**src/include/nsoc_regs.vh**
```
// Purpose: constants of the negative sequence overcurrent element
// Assumes: 10 MHz mclk, APB register access, 32-bit words
// Notes: times count in 0.1 ms ticks; ratios are unsigned Q8
//
// Overview of operation
// - start is raised only while measured current exceeds the start setting
// - one input: RMS fundamental of negative sequence current from upstream
// - definite mode trips after the definite delay, whatever the magnitude
// - inverse mode delay is TMS times k over ratio^alpha minus one, plus c
// - above twenty times start the ratio is clamped, giving a fixed delay
// - inverse curve holds from 1.1 times start and always reaches trip there
// - ANSI curves reset after TMS times kr over one minus ratio squared
// - IEC curves reset after the fixed reset delay setting
// - inverse trip never comes sooner than the minimum delay setting
// - time multiplier scales operate delays of inverse curves and reset delays of ANSI curves
// - selection is off, definite, or one of eleven curves; off by default
// - start setting spans 10 to 1000 percent, step 1, default 50
// - minimum and definite delay 40..60000 ms default 100; reset 60..60000
// - two binary outputs: start indication and trip command
`ifndef NSOC_REGS_VH
`define NSOC_REGS_VH

`define NSOC_A_CTRL 12'h000
`define NSOC_A_START 12'h004
`define NSOC_A_TMS 12'h008
`define NSOC_A_MINDEL 12'h00C
`define NSOC_A_DEFDEL 12'h010
`define NSOC_A_RSTDEL 12'h014
`define NSOC_A_STATUS 12'h018
`define NSOC_A_ISTAT 12'h01C
`define NSOC_A_IMASK 12'h020

`define NSOC_B_START 0
`define NSOC_B_TRIP 1

`define NSOC_SEL_OFF 4'h0
`define NSOC_SEL_DEF 4'h1
`define NSOC_SEL_IEC_HI 4'h5
`define NSOC_SEL_MAX 4'hC

`define NSOC_RST_SEL 4'h0
`define NSOC_RST_START 10'h032
`define NSOC_RST_TMS 11'h064
`define NSOC_RST_DELAY 16'h0064

`define NSOC_START_MIN 10'h00A
`define NSOC_START_MAX 10'h3E8
`define NSOC_TMS_MIN 11'h005
`define NSOC_TMS_MAX 11'h5DC
`define NSOC_DEL_MIN 16'h0028
`define NSOC_RDEL_MIN 16'h003C
`define NSOC_DEL_MAX 16'hEA60

`define NSOC_CLK_HZ 10000000
`define NSOC_TICK_NS 100000
`define NSOC_TICK_CYC ((`NSOC_CLK_HZ / 1000) * `NSOC_TICK_NS / 1000000)
`define NSOC_ACC_STEP 44'h00000000064
`define NSOC_MS_SCALE 44'h000000003E8

`define NSOC_RAT_ONE 13'h0100
`define NSOC_RAT_MAX 13'h1400
`define NSOC_Q16_ONE 26'h0010000
`define NSOC_LN2_A 32'h0000038C

`endif

```
**src/core/nsoc_div.v**
```verilog
// Purpose: sequential restoring divider, 40-bit by 26-bit
// Assumes: go only while not busy; divisor never zero
// Notes: done pulses 40 cycles after go
`timescale 1ns/100ps
`default_nettype none
module nsoc_div (
  // clock and reset
  input wire mclk,
  input wire rst,
  // request
  input wire go,
  input wire [39:0] num,
  input wire [25:0] den,
  // answer
  output reg busy,
  output reg done,
  output reg [39:0] quo
);
  reg [26:0] rem_q;
  reg [5:0] cnt_q;
  wire [26:0] rem_s = {rem_q[25:0], quo[39]};
  wire ge = rem_s >= {1'b0, den};

  always @(posedge mclk or posedge rst) begin
    if (rst) begin
      rem_q <= 27'h0000000;
      cnt_q <= 6'h00;
      busy <= 1'b0;
      done <= 1'b0;
      quo <= 40'h0000000000;
    end else begin
      done <= 1'b0;
      if (go && !busy) begin
        rem_q <= 27'h0000000;
        quo <= num;
        cnt_q <= 6'h28;
        busy <= 1'b1;
      end else if (busy) begin
        rem_q <= ge ? rem_s - {1'b0, den} : rem_s;
        quo <= {quo[38:0], ge};
        cnt_q <= cnt_q - 6'h01;
        if (cnt_q == 6'h01) begin
          busy <= 1'b0;
          done <= 1'b1;
        end
      end
    end
  end
endmodule // nsoc_div
`default_nettype wire

```
**src/core/nsoc_tick.v**
```verilog
// Purpose: one-cycle enable every 0.1 ms
// Assumes: mclk at the rate in the constants header
// Notes: free running from reset
`timescale 1ns/100ps
`default_nettype none
`include "nsoc_regs.vh"
module nsoc_tick #(parameter TICK_CYC = `NSOC_TICK_CYC) (
  // clock and reset
  input wire mclk,
  input wire rst,
  // enable out
  output reg tick
);
  localparam integer LAST_I = TICK_CYC - 1;
  localparam [9:0] LAST = LAST_I[9:0];
  reg [9:0] cnt_q;

  always @(posedge mclk or posedge rst) begin
    if (rst) begin
      cnt_q <= 10'h000;
      tick <= 1'b0;
    end else begin
      tick <= (cnt_q == LAST);
      if (cnt_q == LAST)
        cnt_q <= 10'h000;
      else
        cnt_q <= cnt_q + 10'h001;
    end
  end
endmodule // nsoc_tick
`default_nettype wire

```
**src/core/nsoc_top.v**
```verilog
// Purpose: negative sequence overcurrent element with APB settings
// Assumes: meas_current is percent of nominal with 4 fraction bits
// Notes: delays are integrated in 0.1 ms ticks; the multiplier scales inverse operate and ANSI reset targets
//
// Design decisions made here: the APB slave port and the placing of the registers.
`timescale 1ns/100ps
`default_nettype none
`include "nsoc_regs.vh"
module nsoc_top #(parameter TICK_CYC = `NSOC_TICK_CYC) (
  // clock and reset
  input wire mclk,
  input wire rst,
  // apb slave
  input wire psel,
  input wire penable,
  input wire pwrite,
  input wire [11:0] paddr,
  input wire [31:0] pwdata,
  output reg [31:0] prdata,
  output wire pready,
  output wire pslverr,
  // negative sequence current magnitude
  input wire [15:0] meas_current,
  // protection outputs
  output reg start_output,
  output reg trip_output,
  output wire irq
);
  localparam [1:0] SQ_IDLE = 2'h0;
  localparam [1:0] SQ_RAT = 2'h1;
  localparam [1:0] SQ_TIM = 2'h2;
  localparam [1:0] AL_LOG = 2'h0;
  localparam [1:0] AL_LIN = 2'h1;
  localparam [1:0] AL_SQR = 2'h2;

  // settings
  reg [3:0] sel_q;
  reg [9:0] start_q;
  reg [10:0] tms_q;
  reg [15:0] mindel_q;
  reg [15:0] defdel_q;
  reg [15:0] rstdel_q;
  reg [1:0] ista_q;
  reg [1:0] imask_q;

  // curve constants {alpha, c, kr, k}, times in 0.1 ms
  function [54:0] curve;
    input [3:0] s;
    begin
      case (s)
        4'h2: curve = {AL_LOG, 13'h0000, 19'h00000, 21'h000578};
        4'h3: curve = {AL_LIN, 13'h0000, 19'h00000, 21'h020F58};
        4'h4: curve = {AL_SQR, 13'h0000, 19'h00000, 21'h0C3500};
        4'h5: curve = {AL_LIN, 13'h0000, 19'h00000, 21'h124F80};
        4'h6: curve = {AL_LOG, 13'h00B9, 19'h011F8, 21'h000056};
        4'h7: curve = {AL_LOG, 13'h0474, 19'h0BD74, 21'h000203};
        4'h8: curve = {AL_SQR, 13'h132E, 19'h34BC0, 21'h02FE04};
        4'h9: curve = {AL_SQR, 13'h04C1, 19'h470B8, 21'h044D90};
        4'hA: curve = {AL_LOG, 13'h073A, 19'h0B3B0, 21'h00035C};
        4'hB: curve = {AL_SQR, 13'h1BD0, 19'h20DC8, 21'h045B3C};
        4'hC: curve = {AL_SQR, 13'h09C4, 19'h493E0, 21'h09C6BC};
        default: curve = 55'h0;
      endcase
    end
  endfunction

  function [15:0] clamp16;
    input [31:0] v;
    input [15:0] lo;
    input [15:0] hi;
    begin
      if (v < {16'h0000, lo})
        clamp16 = lo;
      else if (v > {16'h0000, hi})
        clamp16 = hi;
      else
        clamp16 = v[15:0];
    end
  endfunction

  // log2 of a Q8 ratio above one, Q16
  function [31:0] log2q;
    input [12:0] r;
    integer i;
    reg [3:0] p;
    reg [28:0] fr;
    begin
      p = 4'h8;
      for (i = 9; i < 13; i = i + 1)
        if (r[i])
          p = i[3:0];
      fr = {r - (13'h0001 << p), 16'h0000} >> p;
      log2q = {12'h000, p - 4'h8, 16'h0000} + {3'h0, fr};
    end
  endfunction

  // apb slave, zero wait states
  wire setup = psel && !penable;
  wire acc_ph = psel && penable;
  reg map_hit;
  reg [31:0] rd_d;
  assign pready = 1'b1;
  assign pslverr = acc_ph && !map_hit;

  always @* begin
    map_hit = 1'b1;
    rd_d = 32'h00000000;
    case (paddr)
      `NSOC_A_CTRL: rd_d = {28'h0000000, sel_q};
      `NSOC_A_START: rd_d = {22'h000000, start_q};
      `NSOC_A_TMS: rd_d = {21'h000000, tms_q};
      `NSOC_A_MINDEL: rd_d = {16'h0000, mindel_q};
      `NSOC_A_DEFDEL: rd_d = {16'h0000, defdel_q};
      `NSOC_A_RSTDEL: rd_d = {16'h0000, rstdel_q};
      `NSOC_A_STATUS: rd_d = {30'h00000000, trip_output, start_output};
      `NSOC_A_ISTAT: rd_d = {30'h00000000, ista_q};
      `NSOC_A_IMASK: rd_d = {30'h00000000, imask_q};
      default: map_hit = 1'b0;
    endcase
  end

  always @(posedge mclk or posedge rst) begin
    if (rst)
      prdata <= 32'h00000000;
    else if (setup && !pwrite)
      prdata <= rd_d;
  end

  wire [15:0] start_cl = clamp16(pwdata, {6'h00, `NSOC_START_MIN},
    {6'h00, `NSOC_START_MAX});
  wire [15:0] tms_cl = clamp16(pwdata, {5'h00, `NSOC_TMS_MIN},
    {5'h00, `NSOC_TMS_MAX});
  wire wr = acc_ph && pwrite;
  always @(posedge mclk or posedge rst) begin
    if (rst) begin
      sel_q <= `NSOC_RST_SEL;
      start_q <= `NSOC_RST_START;
      tms_q <= `NSOC_RST_TMS;
      mindel_q <= `NSOC_RST_DELAY;
      defdel_q <= `NSOC_RST_DELAY;
      rstdel_q <= `NSOC_RST_DELAY;
      imask_q <= 2'h0;
    end else if (wr) begin
      case (paddr)
        `NSOC_A_CTRL:
          if (pwdata[3:0] <= `NSOC_SEL_MAX)
            sel_q <= pwdata[3:0];
        `NSOC_A_START:
          start_q <= start_cl[9:0];
        `NSOC_A_TMS:
          tms_q <= tms_cl[10:0];
        `NSOC_A_MINDEL:
          mindel_q <= clamp16(pwdata, `NSOC_DEL_MIN, `NSOC_DEL_MAX);
        `NSOC_A_DEFDEL:
          defdel_q <= clamp16(pwdata, `NSOC_DEL_MIN, `NSOC_DEL_MAX);
        `NSOC_A_RSTDEL:
          rstdel_q <= clamp16(pwdata, `NSOC_RDEL_MIN, `NSOC_DEL_MAX);
        `NSOC_A_IMASK: imask_q <= pwdata[1:0];
        default: imask_q <= imask_q;
      endcase
    end
  end

  // operate condition
  wire on = sel_q != `NSOC_SEL_OFF;
  wire is_def = sel_q == `NSOC_SEL_DEF;
  wire is_iec = !is_def && on && sel_q <= `NSOC_SEL_IEC_HI;
  wire above = on && (meas_current > {2'h0, start_q, 4'h0});
  wire [54:0] cv = curve(sel_q);
  wire [1:0] alpha = cv[54:53];

  // delay computation sequencer
  reg [1:0] sq_q;
  reg op_q;
  reg rs_val_q;
  reg [43:0] op_prod_q;
  reg [43:0] rs_prod_q;
  reg div_go;
  reg [39:0] div_num;
  reg [25:0] div_den;
  wire div_busy;
  wire div_done;
  wire [39:0] div_quo;

  nsoc_div u_div (
    .mclk(mclk),
    .rst(rst),
    .go(div_go),
    .num(div_num),
    .den(div_den),
    .busy(div_busy),
    .done(div_done),
    .quo(div_quo)
  );

  // ratio clamped at twenty times start
  wire [12:0] rat_c = (div_quo > {27'h0, `NSOC_RAT_MAX}) ?
    `NSOC_RAT_MAX : div_quo[12:0];
  wire [25:0] sq = {13'h0000, rat_c} * {13'h0000, rat_c};
  wire [31:0] lg = log2q(rat_c) * `NSOC_LN2_A;
  reg [25:0] f_d;
  always @* begin
    case (alpha)
      AL_LIN: f_d = {5'h00, rat_c - `NSOC_RAT_ONE, 8'h00};
      AL_SQR: f_d = sq - `NSOC_Q16_ONE;
      default: f_d = {10'h000, lg[31:16]};
    endcase
    if (!op_q)
      f_d = `NSOC_Q16_ONE - sq;
    if (f_d == 26'h0000000 || rat_c <= `NSOC_RAT_ONE && op_q)
      f_d = 26'h0000001;
  end

  wire [39:0] q_raw = div_quo + (op_q ? {27'h0, cv[52:40]} : 40'h0);
  wire [31:0] q_sat = (q_raw[39:32] != 8'h00) ? 32'hFFFFFFFF : q_raw[31:0];
  wire [43:0] prod = {12'h000, q_sat} * {33'h0, tms_q};

  always @(posedge mclk or posedge rst) begin
    if (rst) begin
      sq_q <= SQ_IDLE;
      op_q <= 1'b0;
      rs_val_q <= 1'b0;
      op_prod_q <= 44'h0;
      rs_prod_q <= 44'h0;
      div_go <= 1'b0;
      div_num <= 40'h0;
      div_den <= 26'h0000001;
    end else begin
      div_go <= 1'b0;
      case (sq_q)
        SQ_IDLE:
          if (on && !is_def && !div_busy && !div_go) begin
            op_q <= above;
            div_num <= {20'h00000, meas_current, 4'h0};
            div_den <= {16'h0000, start_q};
            div_go <= 1'b1;
            sq_q <= SQ_RAT;
          end
        SQ_RAT:
          if (div_done) begin
            if (op_q || !is_iec) begin
              div_num <= op_q ? {3'h0, cv[20:0], 16'h0000}
                              : {5'h00, cv[39:21], 16'h0000};
              div_den <= f_d;
              div_go <= 1'b1;
              sq_q <= SQ_TIM;
            end else
              sq_q <= SQ_IDLE;
          end
        SQ_TIM:
          if (div_done) begin
            if (op_q) begin
              op_prod_q <= prod;
            end else begin
              rs_prod_q <= prod;
              rs_val_q <= 1'b1;
            end
            sq_q <= SQ_IDLE;
          end
        default: sq_q <= SQ_IDLE;
      endcase
      if (above)
        rs_val_q <= 1'b0;
    end
  end

  // targets in units of ticks times 100
  wire [43:0] min_tgt = {28'h0, mindel_q} * `NSOC_MS_SCALE;
  wire [43:0] def_tgt = {28'h0, defdel_q} * `NSOC_MS_SCALE;
  wire [43:0] inv_tgt = (op_prod_q < min_tgt) ? min_tgt : op_prod_q;
  wire [43:0] op_tgt = is_def ? def_tgt : inv_tgt;
  wire [43:0] rs_tgt = is_iec ? {28'h0, rstdel_q} * `NSOC_MS_SCALE
                              : rs_prod_q;

  // operate and reset integration
  wire tick;
  reg [43:0] acc_q;
  reg [43:0] racc_q;

  nsoc_tick #(.TICK_CYC(TICK_CYC)) u_tick (
    .mclk(mclk),
    .rst(rst),
    .tick(tick)
  );

  always @(posedge mclk or posedge rst) begin
    if (rst) begin
      acc_q <= 44'h0;
      racc_q <= 44'h0;
      start_output <= 1'b0;
      trip_output <= 1'b0;
    end else if (!on) begin
      acc_q <= 44'h0;
      racc_q <= 44'h0;
      start_output <= 1'b0;
      trip_output <= 1'b0;
    end else begin
      start_output <= above;
      if (above) begin
        racc_q <= 44'h0;
        if (!trip_output && acc_q >= op_tgt)
          trip_output <= 1'b1;
        else if (tick && !trip_output)
          acc_q <= acc_q + `NSOC_ACC_STEP;
      end else if (is_def) begin
        acc_q <= 44'h0;
        trip_output <= 1'b0;
      end else if (acc_q != 44'h0 || trip_output) begin
        if ((is_iec || rs_val_q) && racc_q >= rs_tgt) begin
          acc_q <= 44'h0;
          racc_q <= 44'h0;
          trip_output <= 1'b0;
        end else if (tick)
          racc_q <= racc_q + `NSOC_ACC_STEP;
      end
    end
  end

  // sticky events, cleared by reading, set wins
  reg start_d1_q;
  reg trip_d1_q;
  wire [1:0] ev = {trip_output && !trip_d1_q, start_output && !start_d1_q};
  wire rd_ist = acc_ph && !pwrite && paddr == `NSOC_A_ISTAT;
  always @(posedge mclk or posedge rst) begin
    if (rst) begin
      start_d1_q <= 1'b0;
      trip_d1_q <= 1'b0;
      ista_q <= 2'h0;
    end else begin
      start_d1_q <= start_output;
      trip_d1_q <= trip_output;
      ista_q <= (ista_q & ~(rd_ist ? prdata[1:0] : 2'h0)) | ev;
    end
  end
  assign irq = |(ista_q & imask_q);
endmodule // nsoc_top
`default_nettype wire

```
**config.mk**
```make
export PLATFORM = sky130hd
export DESIGN_NAME = nsoc_top
export DESIGN_NICKNAME = d
export VERILOG_FILES = /design/src/core/nsoc_div.v /design/src/core/nsoc_tick.v /design/src/core/nsoc_top.v
export VERILOG_INCLUDE_DIRS = /design/src /design/src/include
export SDC_FILE = /design/constraint.sdc
export NUM_CORES = 2
export LEC_CHECK = 0
export BUFFER_PORTS_ARGS = -buffer_cell sky130_fd_sc_hd__buf_2
export CAP_MARGIN = 10
export CORE_AREA = 2 2 367 369
export CTS_CLUSTER_SIZE = 8
export DETAILED_ROUTE_END_ITERATION = 16
export DIE_AREA = 0 0 369 371
export GPL_TIMING_DRIVEN = 0
export SLEW_MARGIN = 20
export SYNTH_ARGS = -nofsm -noshare
export SYNTH_HDL_FRONTEND = slang
export SYNTH_SLANG_ARGS = --single-unit
```
**constraint.sdc**
```tcl
create_clock -name mclk -period 11.6 [get_ports mclk]
set_input_delay 1.16 -clock mclk [delete_from_list [all_inputs] [get_ports mclk]]
set_output_delay 1.16 -clock mclk [all_outputs]
set_load 0.005 [all_outputs]
```
==> flow_metrics.py <==
metrics = {
    "setup_path": {
        "path_max_fanout": 10,
        "cp_slowest_cell": "xor2_1",
        "required_ns": 12.12,
        "critPathKind": "flip-flop to flip-flop",
        "start_kind": "flip-flop",
        "slowest_delay_ns": 0.64,
        "crit_path_frequent_cell": "a21oi_1",
        "endpoint_kind": "flip-flop",
        "crit_arrival_ns": 11.73,
    },
    "clock_tree": {
        "clock_latency_ns": 0.70,
        "cts_made_buffers": 60,
        "clock_path_buffers": 3,
        "ctsHoldBuffers": 0,
        "clock_sinks": 416,
        "path_clk_slew_ns": 0.05,
        "cts_root_buf": "clkbuf_16",
        "htreeDepth": 2,
        "cts_tree": "built",
    },
    "sta": {
        "fin_crit_ns": 11.21,
        "skew_ns": 0.0935,
        "fin_setup_tns_ns": 0,
        "hold_viol": 0,
        "slew_headroom_pct": 20.0,
        "finalSetupViolCount": 0,
        "worst_pin_slew_ns": 1.19,
        "report.final.slew_viol_count": 0,
        "fmax_mhz": 89.2,
        "min_period_over_period_pct": 96.7,
    },
    "global_route": {
        "grt_remaining_overflow": 0,
        "antenna_found_initial": 0,
        "grtUsageTotal_pct": 24.9,
        "grt_pass1_wl_um": 265000,
        "grt_max_degree": 34,
        "grt_pass1_vias": 45300,
    },
    "yosys": {
        "yosysTopAreaCell": "fa_1",
        "synthCells": 5947,
        "avgSynthCellArea_um2": 8.88,
        "synth_top_area_share_pct": 22.0,
        "yosys_most_used_dff": "dfrtp_1",
        "ys_types": 116,
        "synth.most_common_cell": "nand2_1",
        "synth_edf_count": 0,
        "ys_warn_count": 0,
        "ys_top_cells_by_count": "827 x nand2_1, 633 x inv_1, 579 x fa_1",
        "ys_seq_elements": 416,
        "async_reset_ff_share_pct": 100,
        "ys_seq_area_share_pct": 19.8,
        "yosys-top-cells-area": "fa_1 22%, dfrtp_1 19%, ha_1 13%",
        "synth_area_mm2": 0.0528,
    },
    "floorplan": {
        "die_x_um": 369,
        "rows": 134,
        "dieHeight_um": 371,
        "io_pins": 102,
        "start_util_pct": 39.8,
        "die_area_mm2": 0.137,
        "coreArea_mm2": 0.133,
    },
    "layout": {
        "fillers": 13100,
        "layout-drive-gt1-share_pct": 6.51,
        "postLayoutCellArea_mm2": 0.0581,
        "area_growth_pct": 10.0,
        "final_util_pct": 43.7,
        "final_nets": 7343,
    },
    "routing": {
        "vias_per_cell": 5.64,
        "drt_iter0_drc": 3331,
        "drc": 0,
        "dr_total_vias": 44800,
        "wl_um": 169000,
        "wl_per_cell_um": 21.3,
        "antenna_left": 0,
        "drt_pass1_iterations": 6,
    },
    "run_status": {
        "status": "completed",
    },
    "pwr": {
        "power_mw": 7.46,
        "ir_drop_mv": 0.171,
        "p_per_area_mw_per_mm2": 128,
        "p_leak_nw": 28.8,
    },
    "place": {
        "gp_congestion": 0.985,
        "place_area_mm2": 0.0559,
        "dp_hpwl_um": 137000,
        "portBuffers": 77,
    },
    "job": {
        "cap_violations": 0,
    },
    "min_path": {
        "min_path_type": "flip-flop to flip-flop",
    },
}
worst paths after layout:
check	cells past startpoint	startpoint	endpoint	slack, ns
worst min-delay path	1	start_d1_q$_DFF_PP0_	ista_q[0]$_DFF_PP0_	0.42
max in group asynchronous	8	rst	racc_q[20]$_DFFE_PP0P_	9.30
min in group asynchronous	2	rst	u_tick.cnt_q[5]$_DFF_PP0_	0.55
worst max register to register	39	sel_q[1]$_DFFE_PP0P_	rs_prod_q[36]$_DFFE_PP0P_	0.39
worst min register to register	1	start_d1_q$_DFF_PP0_	ista_q[0]$_DFF_PP0_	0.42
worst max-delay path	39	sel_q[1]$_DFFE_PP0P_	rs_prod_q[36]$_DFFE_PP0P_	0.39
final cells by class:
class / instances / area (µm²) / share of cell area, %
Multi-Input combinational cell: 4628 / 39100 / 67.3
Sequential cell: 416 / 10400 / 18.0
Inverter: 635 / 2390 / 4.12
Tap cell: 1768 / 2210 / 3.81
Clock buffer: 97 / 1640 / 2.82
Buffer: 286 / 1310 / 2.26
Timing Repair Buffer: 103 / 823 / 1.42
Clock inverter: 8 / 179 / 0.308
Antenna cell: 1 / 2.50 / 0.00431
power by group:
part / internal [mW] / switching (mW) / total, mW
Sequential: 1.66 / 0.250 / 1.91
Clock: 1.03 / 0.714 / 1.74
Combinational: 1.28 / 2.53 / 3.81
per-layer routing:
| metal | wire, µm | global-route usage (%) |
|---|---|---|
| met1 | 73700 | 33.5 |
| met2 | 76300 | 39.9 |
| met3 | 11600 | 4.20 |
| met4 | 7180 | 9.65 |
| met5 | 0 | 0 |
what timing repair did:
item | 4_1_cts | 5_1_grt
setup endpoints to repair | 80 | 73
pin swaps | 5 | 4
gates cloned | 0 | 1
resized for setup | 41 | 43
setup buffers | 5 | 6
through the flow:
stage / setup WS, ns / hold slack [ns] / cells
final: 0.386 / 0.416 / 7942
after CTS: 0.0640 / 0.417 / 7938
after detailed placement: -1.96 / 0.410 / 7831
after floorplan: 1.79 / 0.400 / 5971
after global routing: -0.0581 / 0.444 / 7941
after global placement: -1.97 / 0.404 / 7816
cells in the final DEF (no fill, tap or decap), drive strengths merged, types with 23 or more instances in the layout:
master    n
clkbuf  333
dfrtp   400
nand2   829
nor3     90
or2      26
nand2b   39
nand3   150
xnor2   116
fa      579
nor4     42
o31ai    30
a21oi   287
o21bai   23
xor2    102
a22o     23
conb     26
inv     631
nand4    70
a31oi    49
a211oi   42
ha      569
o21a     37
and3     94
nor2b    51
o21ai   375
mux2i    69
o211ai   40
or3      47
a21o    108
and2    141
buf     153
nor2    263
logic make-up after synthesis:
kind of cell | after synthesis | share of synthesized area (%)
multiplexers | 89 | 1.76
other | 2 | 0.0142
adder cells (fa/ha/maj) | 1148 | 35.4
AO/OA/AOI/OAI | 1235 | 15.0
flip-flops | 416 | 19.8
AND/OR/NAND/NOR | 1911 | 17.4
buffers and inverters | 928 | 6.99
XOR/XNOR | 218 | 3.62
state kept, by name, summed over array words and instances, names as in the netlist, 26 cells and up:
name         count
div_num         33
u_div.quo       40
div_den         26
acc_q           42
u_div.rem_q     26
racc_q          42
rs_prod_q       43
op_prod_q       43
critical path: cells and delay by family, from the launching register on:
| family | cells | cell delay [ns] |
|---|---|---|
| flops | 1 | 0.52 |
| compound gates | 18 | 3.84 |
| buf+inv | 4 | 0.90 |
| mux | 1 | 0.31 |
| fa+ha+maj | 9 | 3.88 |
| xor+xnor | 1 | 0.64 |
| simple gates | 6 | 0.88 |
Power figures use the tool's default switching activity.
